**src/verilog/rpc_map.svh**
```systemverilog
// Reset pin configuration: bit positions, defaults and counts
`ifndef RPC_MAP_SVH
`define RPC_MAP_SVH

// Data bus width and bus bits that carry configuration
`define RPC_BUS_W         16
`define RPC_BIT_BOOT      0
`define RPC_BIT_ARB       1
`define RPC_BIT_ACLASS    2
`define RPC_BIT_ADDR_LO   3
`define RPC_BIT_BUSCTL    8
`define RPC_BIT_IRQ       9
`define RPC_BIT_TEST      11
`define RPC_ADDR_N        5

// Pad sample vector: bus bits, then clock source, then breakpoint
`define RPC_SMP_W         18
`define RPC_SMP_CLKSRC    16
`define RPC_SMP_BREAKPOINT_IN      17

// Undriven pads read high through the pull-ups
`define RPC_SMP_RESET     18'h3ffff
`define RPC_SYNC_STAGES   3

// Default pin functions: all mode-select levels high
`define RPC_FUNC_RESET    10'h303
`define RPC_MODE_RESET    3'h2

`endif

```
**src/verilog/rpc_pkg.sv**
```systemverilog
// Types for the reset pin configuration latch
package rpc_pkg;

   // Pin functions chosen at reset, may be rewritten by software
   typedef struct packed {
      logic       boot_wide;      // 1: boot_select 16-bit port
      logic       chip_selects;   // 1: select lines 0-2, 0: arbitration
      logic       access_class;   // 1: access_class_lines drive
      logic [4:0] addr_lines;     // Bit i: address line 19+i replaces select 6+i
      logic       bus_control;    // 1: strobes, acks, size; 0: gpio_group_e
      logic       irq_pins;       // 1: interrupt inputs; 0: gpio_group_f
   } rpc_func_t;

   // Device modes fixed at reset
   typedef struct packed {
      logic test_slave;           // Factory test slave mode
      logic clk_synth;            // 1: synth_oscillator, 0: crystal_input
      logic debug_en;             // Background debug mode
   } rpc_mode_t;

endpackage

```
**src/verilog/rpc_sync3.sv**
```systemverilog
// Three-stage pad synchroniser with agreement filter
module rpc_sync3 #(
   parameter int W = 1
) (
   // Clock and reset
   input  wire logic         ref_clk,
   input  wire logic         sys_rst,
   // Pad side
   input  wire logic [W-1:0] pad_in,
   input  wire logic [W-1:0] reset_val,
   // Filtered level
   output logic      [W-1:0] level
);

   logic [W-1:0] s1_ff;
   logic [W-1:0] s2_ff;
   logic [W-1:0] s3_ff;
   logic [W-1:0] level_ff;

   // Runs through reset so the pads are tracked while reset is held
   always_ff @(posedge ref_clk) begin
      s1_ff <= pad_in;
      s2_ff <= s1_ff;
      s3_ff <= s2_ff;
   end

   // A change counts once stages two and three agree
   always_ff @(posedge ref_clk) begin
      for (int i = 0; i < W; i++) begin
         if (s2_ff[i] == s3_ff[i]) begin
            level_ff[i] <= s3_ff[i];
         end
      end
   end

   assign level = level_ff;

   // Unused in this stage; only tied off, the filter has no reset and runs through it
   logic unused_rst;
   assign unused_rst = sys_rst & (|reset_val);

endmodule

```
**src/verilog/rpc_latch.sv**
```systemverilog
// Reset pin configuration latch: captures bus levels at reset release
//
// Behaviour
// - Capture every configuration pin when reset releases; hold as configuration.
// - An undriven bus pin reads as one through its pull-up.
// - Captured high picks the default function (address straps: only if all higher address straps are high); low picks the alternate.
// - Bit 0 high: boot select 16-bit; low: 8-bit.
// - Bit 8 high: bus control pins; low: general port E.
// - Bit 11 high: test slave off; low: test slave on.
// - Clock source high: synthesizer clocks system; low: crystal input directly.
// - Bit 1 high: select lines 0-2; low: request, grant, acknowledge.
// - Bit 9 low: interrupt pins to port F; high: interrupt inputs.
// - After reset, software pin assignment writes override captured functions.
`include "rpc_map.svh"

module rpc_latch (
   // Clock and reset
   input  wire logic                  ref_clk,
   input  wire logic                  sys_rst,
   // Data bus pads during reset
   input  wire logic [`RPC_BUS_W-1:0] data_bus_in,
   input  wire logic [`RPC_BUS_W-1:0] data_bus_driven,
   // Mode pads
   input  wire logic                  clock_source_select,
   input  wire logic                  breakpoint_in,
   // Pin assignment write from software
   input  wire logic                  pin_assign_wr,
   input  rpc_pkg::rpc_func_t         pin_assign_data,
   // Configuration out
   output rpc_pkg::rpc_func_t         pin_func,
   output rpc_pkg::rpc_mode_t         dev_mode,
   output rpc_pkg::rpc_func_t         captured_func,
   output logic                       cfg_valid
);

   logic [`RPC_SMP_W-1:0] pad_raw;
   logic [`RPC_SMP_W-1:0] pad_lvl;
   logic                  rst_d_ff;
   logic                  release_evt;
   logic                  cfg_valid_ff;
   rpc_pkg::rpc_func_t    cap_func_ff;
   rpc_pkg::rpc_func_t    func_ff;
   rpc_pkg::rpc_mode_t    mode_ff;
   rpc_pkg::rpc_func_t    nxt_func;
   rpc_pkg::rpc_mode_t    nxt_mode;

   // Pull-ups hold undriven bus pins high
   always_comb begin
      for (int i = 0; i < `RPC_BUS_W; i++) begin
         pad_raw[i] = data_bus_driven[i] ? data_bus_in[i] : 1'b1;
      end
      pad_raw[`RPC_SMP_CLKSRC] = clock_source_select;
      pad_raw[`RPC_SMP_BREAKPOINT_IN]   = breakpoint_in;
   end

   rpc_sync3 #(
      .W (`RPC_SMP_W)
   ) u_sync (
      .ref_clk   (ref_clk),
      .sys_rst   (sys_rst),
      .pad_in    (pad_raw),
      .reset_val (`RPC_SMP_RESET),
      .level     (pad_lvl)
   );

   // Decode of filtered levels; high picks the default function, except an address strap with a low strap above it
   always_comb begin
      nxt_func.boot_wide    = pad_lvl[`RPC_BIT_BOOT];
      nxt_func.chip_selects = pad_lvl[`RPC_BIT_ARB];
      nxt_func.access_class = ~pad_lvl[`RPC_BIT_ACLASS];
      for (int i = 0; i < `RPC_ADDR_N; i++) begin
         nxt_func.addr_lines[i] = 1'b0;
         for (int j = i; j < `RPC_ADDR_N; j++) begin
            if (!pad_lvl[`RPC_BIT_ADDR_LO + j]) begin
               nxt_func.addr_lines[i] = 1'b1;
            end
         end
      end
      nxt_func.bus_control  = pad_lvl[`RPC_BIT_BUSCTL];
      nxt_func.irq_pins     = pad_lvl[`RPC_BIT_IRQ];
      nxt_mode.test_slave   = ~pad_lvl[`RPC_BIT_TEST];
      nxt_mode.clk_synth    = pad_lvl[`RPC_SMP_CLKSRC];
      nxt_mode.debug_en     = ~pad_lvl[`RPC_SMP_BREAKPOINT_IN];
   end

   // Release edge of reset
   always_ff @(posedge ref_clk) begin
      rst_d_ff <= sys_rst;
   end

   assign release_evt = rst_d_ff & ~sys_rst;

   // Captured configuration, fixed from the release onward
   always_ff @(posedge ref_clk) begin
      if (sys_rst) begin
         cap_func_ff <= rpc_pkg::rpc_func_t'(`RPC_FUNC_RESET);
         mode_ff     <= rpc_pkg::rpc_mode_t'(`RPC_MODE_RESET);
      end else if (release_evt) begin
         cap_func_ff <= nxt_func;
         mode_ff     <= nxt_mode;
      end
   end

   // Active pin functions: captured at release, then software may rewrite
   always_ff @(posedge ref_clk) begin
      if (sys_rst) begin
         func_ff <= rpc_pkg::rpc_func_t'(`RPC_FUNC_RESET);
      end else if (release_evt) begin
         func_ff <= nxt_func;
      end else if (pin_assign_wr && cfg_valid_ff) begin
         func_ff <= pin_assign_data;
      end
   end

   always_ff @(posedge ref_clk) begin
      if (sys_rst) begin
         cfg_valid_ff <= 1'b0;
      end else if (release_evt) begin
         cfg_valid_ff <= 1'b1;
      end
   end

   assign pin_func      = func_ff;
   assign dev_mode      = mode_ff;
   assign captured_func = cap_func_ff;
   assign cfg_valid     = cfg_valid_ff;

   logic [`RPC_SMP_W-1:0] lvl_at_rel;
   assign lvl_at_rel = pad_lvl;
endmodule

```
**config.mk**
```make
export PLATFORM = sky130hd
export DESIGN_NAME = rpc_latch
export DESIGN_NICKNAME = d
export VERILOG_FILES = /design/src/verilog/rpc_pkg.sv /design/src/verilog/rpc_sync3.sv /design/src/verilog/rpc_latch.sv
export VERILOG_INCLUDE_DIRS = /design/src /design/src/verilog
export SDC_FILE = /design/constraint.sdc
export NUM_CORES = 1
export LEC_CHECK = 0
export BUFFER_PORTS_ARGS = -buffer_cell sky130_fd_sc_hd__buf_4
export CAP_MARGIN = 20
export CORE_UTILIZATION = 30
export DETAILED_ROUTE_END_ITERATION = 8
export MAX_ROUTING_LAYER = met4
export SLEW_MARGIN = 20
export SYNTH_ARGS = -nofsm -noshare
export SYNTH_HDL_FRONTEND = slang
export SYNTH_SLANG_ARGS = --single-unit
```
**constraint.sdc**
```tcl
create_clock -name ref_clk -period 1.3 [get_ports ref_clk]
set_input_delay 0 -clock ref_clk [delete_from_list [all_inputs] [get_ports ref_clk]]
set_output_delay 0 -clock ref_clk [all_outputs]
set_load 0.005 [all_outputs]
```
# Yosys cells after proc, flatten, opt, wreduce, memory -nomap -nowiden
# Index checks and enable logic that the tools add are counted.
# totals
ff_bits	92
inputBits	47
output_inout_bits	24
wordCells	86
# classes
eq_ne	13
mux	17
bitwise	5
n_reduce_logical	2
# ops
op	count
10-bit two-way mux	2
1-bit two-way mux	15
1-bit == test	13
1-bit NOT	4
2-bit nonzero test	1
1-bit AND	1
1-bit logical AND	1

# Logic depth before layout (Yosys ltp)
# logic_depth
depth_word	6
depth_mapped	5
depth_no_buf	3

# By module
# From an unflattened synthesis, not the netlist that was laid out.
# unflattened
hier_cells	201
area_unflattened_um2	2845.2
# modules_own_cells
mod	n_inst	cells_each	area_per_inst_um2	seq_area_each_um2
rpc_sync3	1	90	1779.2	1621.6
rpc_latch	1	111	1066.0	500.5

# Least setup slack after synthesis
# No wires, ideal clock.
# synth_timing
path_type	reg-to-reg
from	register u_sync.level_ff[7] (netlist: u_sync.level[7])
to	register func_ff, in the netlist pin_func[2]
t_arrival_ps	987
slack_ps	254
stages_incl_launch_ff	5
n_path_buf	1
cell_sequence	edfxtp_1 > and3_4 > buf_6 > a41oi_2 > o21a_1
# synth_between
elab_chain_len	2
# synth_lines
element	line_no	text
start: declaration	rpc_sync3.sv:18	logic [W-1:0] level_ff;
start signal: indexed assignment	rpc_sync3.sv:31	level_ff[i] <= s3_ff[i];
1-bit two-way mux	rpc_latch.sv:74	if (!pad_lvl[`RPC_BIT_ADDR_LO + j]) begin
10-bit two-way mux	rpc_latch.sv:108	end else if (release_evt) begin
end signal: assignment	rpc_latch.sv:107	func_ff <= rpc_pkg::rpc_func_t'(`RPC_FUNC_RESET);
end signal: assignment	rpc_latch.sv:109	func_ff <= nxt_func;
end signal: assignment	rpc_latch.sv:111	func_ff <= pin_assign_data;
end: declaration	rpc_latch.sv:42	rpc_pkg::rpc_func_t func_ff;
# No other way between the ends.
# A chain may end at the register's enable or synchronous reset.

# Worst setup path after layout
# layout_timing
from	register cfg_valid_ff (netlist: cfg_valid)
to	register func_ff, in the netlist pin_func[2]
# layout_between
elab_chain_len	2
# layout_lines
element	line_no	text
start: declaration	rpc_latch.sv:40	logic cfg_valid_ff;
start signal: assignment	rpc_latch.sv:117	cfg_valid_ff <= 1'b0;
start signal: assignment	rpc_latch.sv:119	cfg_valid_ff <= 1'b1;
1-bit logical AND	rpc_latch.sv:110	end else if (pin_assign_wr && cfg_valid_ff) begin
2-bit nonzero test (no source line)	--	
# No other way between the ends.

==> impl_metrics.toml <==
[status]
status = "complete, no violations"

[yosys]
syn_nets = 221
syn-cell-area_um2 = 2340
syn_inst = 174
yosys_warnings = 0
syn_avg_cell_area_um2 = 13.5
synth_cell_types = 22
synth-seq-cells = 77
yosysSeqAreaShare_pct = 71.4

[timing]
setup_ws_ns = 0.186
slew_headroom_pct = 83.6
min_period_ns = 1.11
drv_slew = 0
hold_viol_final = 0
finalSetupViolations = 0
finalCritPeriodShare_pct = 85.7
setup_tns_ns = 0
clock.fmax_ghz = 0.897
holdWs_ns = 0.0266
grt_setup_unrepaired = "false"
finClkSkew_ns = 0.00432
worst_pin_slew_ns = 0.246

[worst_hold_path]
worstHoldPathType = "in -> reg"

[finish]
mostFrequentLayoutCells = "64 x dfxtp_1, 63 x buf_4, 26 x dlygate4sd3_1"
multi_input_comb_area_um2 = 612
drive_gt1_share_pct = 29.6
area_growth_pct = 42.9
seqCellArea_um2 = 1670
layout.nets = 312
num_antenna_cells = 0
fin_cells = 369
final_common_cell = "dfxtp_1"
nFillCells = 705

[critical_path]
crit_required_ns = 1.54
crit_fanout = 10
critical_path_class = "reg -> reg"
critPathLaunchType = "flip-flop"
endpoint_kind = "flip-flop"
arrival_ns = 1.35

[routing]
drt-pass1-iter-count = 3
wl_per_cell_um = 10.2
drt_wl_total_mm = 3.77
routed-via-count = 1506
viasPerCell = 4.08
drt_iter0_markers = 45
drtAntennaViolNets = 0
drc_errors = 0

[clock_tree]
htreeDepth = 3
cts_tree = "built"
path_clk_slew_ns = 0.07
postCtsHoldBufs = 26
post_cts_buffers = 0
root_buffer = "clkbuf_8"
clock_latency_ns = 0.34
clock_path_buffers = 2
numClockSinks = 77
cts_buffers = 9
cts_resized = 0

[grt]
overflow = 0
grt_pass1_vias = 1295
grt_pass1_wl_mm = 6.11
grt_max_degree = 24
track_usage_pct = 10.3
antenna_found_initial = 0

[power]
p_per_area_nw_per_um2 = 1470
ir_drop_mv = 0.513
power_leakage_nw = 1.40

[die]
ios = 71
die-area_um2 = 8160
fp.dieH_um = 90.4
design.core.area_um2 = 7410
initial_core_util_pct = 31.6
row_count = 31
fp.dieW_um = 90.4

[placement]
routabilityCongestion = 0.663
dp_slack_ns = 0.192
port_buffers = 60
placed_cells_incl_taps = 327
dp_hpwl_mm = 2.43

[run]
maxCapViolations = 0
## synthesized netlist by cell type
master | number | share of area, %
a211oi_1 | 15 | 4.8
buf_2 | 2 | 0.43
a41oi_2 | 1 | 0.69
a311oi_1 | 2 | 0.75
and3_1 | 9 | 2.4
edfxtp_1 | 13 | 17
o21bai_1 | 8 | 2.6
nor2b_1 | 5 | 1.3
nor2_1 | 15 | 2.4
dfxtp_1 | 64 | 55
buf_4 | 2 | 0.64
mux2_4 | 1 | 0.64
clkbuf_1 | 3 | 0.48
xnor2_1 | 13 | 4.9
nand2_4 | 1 | 0.48
nor3_1 | 2 | 0.43
nand2b_1 | 11 | 2.9
a211o_1 | 1 | 0.37
o21a_1 | 2 | 0.64
buf_6 | 2 | 0.96
and3_4 | 1 | 0.48
a21o_1 | 1 | 0.32
## registers in the layout, summed over array words and instances, names as in the netlist, 3 cells and up
| name | cells |
|---|---|
| pin_func | 10 |
| u_sync.s3_ff | 13 |
| u_sync.level | 13 |
| u_sync.s2_ff | 13 |
| dev_mode | 3 |
| captured_func | 10 |
| u_sync.s1_ff | 13 |
## cell families (layout without fill, tap and decap cells)
family,count (synthesis),count (layout),share of synthesized area (%)
compound gates,30,30,10.2
simple gates,44,44,10.5
flops,77,77,71.4
buf+inv,9,105,2.51
mux,1,1,0.641
xor+xnor,13,13,4.86
## area by class of cell
type	instances	area share (%)
Timing Repair Buffer	89	21.9
Clock buffer	12	4.04
Sequential cell	77	49.9
Multi-Input combinational cell	88	18.3
Clock inverter	4	2.17
Tap cell	99	3.70
## metal layers
layer	GRT usage (%)	part of all wire (%)	wire, um	vias up
met5	-	0	0	-
met4	5.65	2.4	89	0
met3	5.64	7.1	269	11
met2	15.1	45	1720	46
met1	11.1	45	1700	669
li1	-	-	-	780
## worst paths after layout
check	from	end	slack, ns	depth (start not counted)
worst max-delay path	cfg_valid	pin_func[2]	0.19	3
worst min-delay path	pin_assign_data[4]	pin_func[4]	0.03	4
worst max register to register	cfg_valid	pin_func[2]	0.19	3
worst min register to register	u_sync.s1_ff[16]	u_sync.s2_ff[16]	0.33	0
## through the flow
stage	util (%)	power, mW	area, um^2
floorplan	-	2.86	2340
global placement	38.9	3.04	2880
detailed placement	38.9	3.05	2880
CTS	45.2	5.00	3350
global route	45.2	5.15	3350
finish	45.2	4.92	3350
## power by group
group / total, mW / leakage (nW) / switching [mW] / internal, mW
sequential: 2.64 / 0.652 / 0.0693 / 2.57
combinational: 0.409 / 0.647 / 0.137 / 0.271
clock: 1.87 / 0.101 / 0.792 / 1.08
total: 4.92 / 1.40 / 0.999 / 3.93
## worst max-delay path: stages, from the launching register on
cell and delay [ns]:
dfxtp_1 0.41, nand2_4 0.13, mux2_4 0.32, o21a_1 0.16
Note: power is estimated with default switching activity, not from simulation.
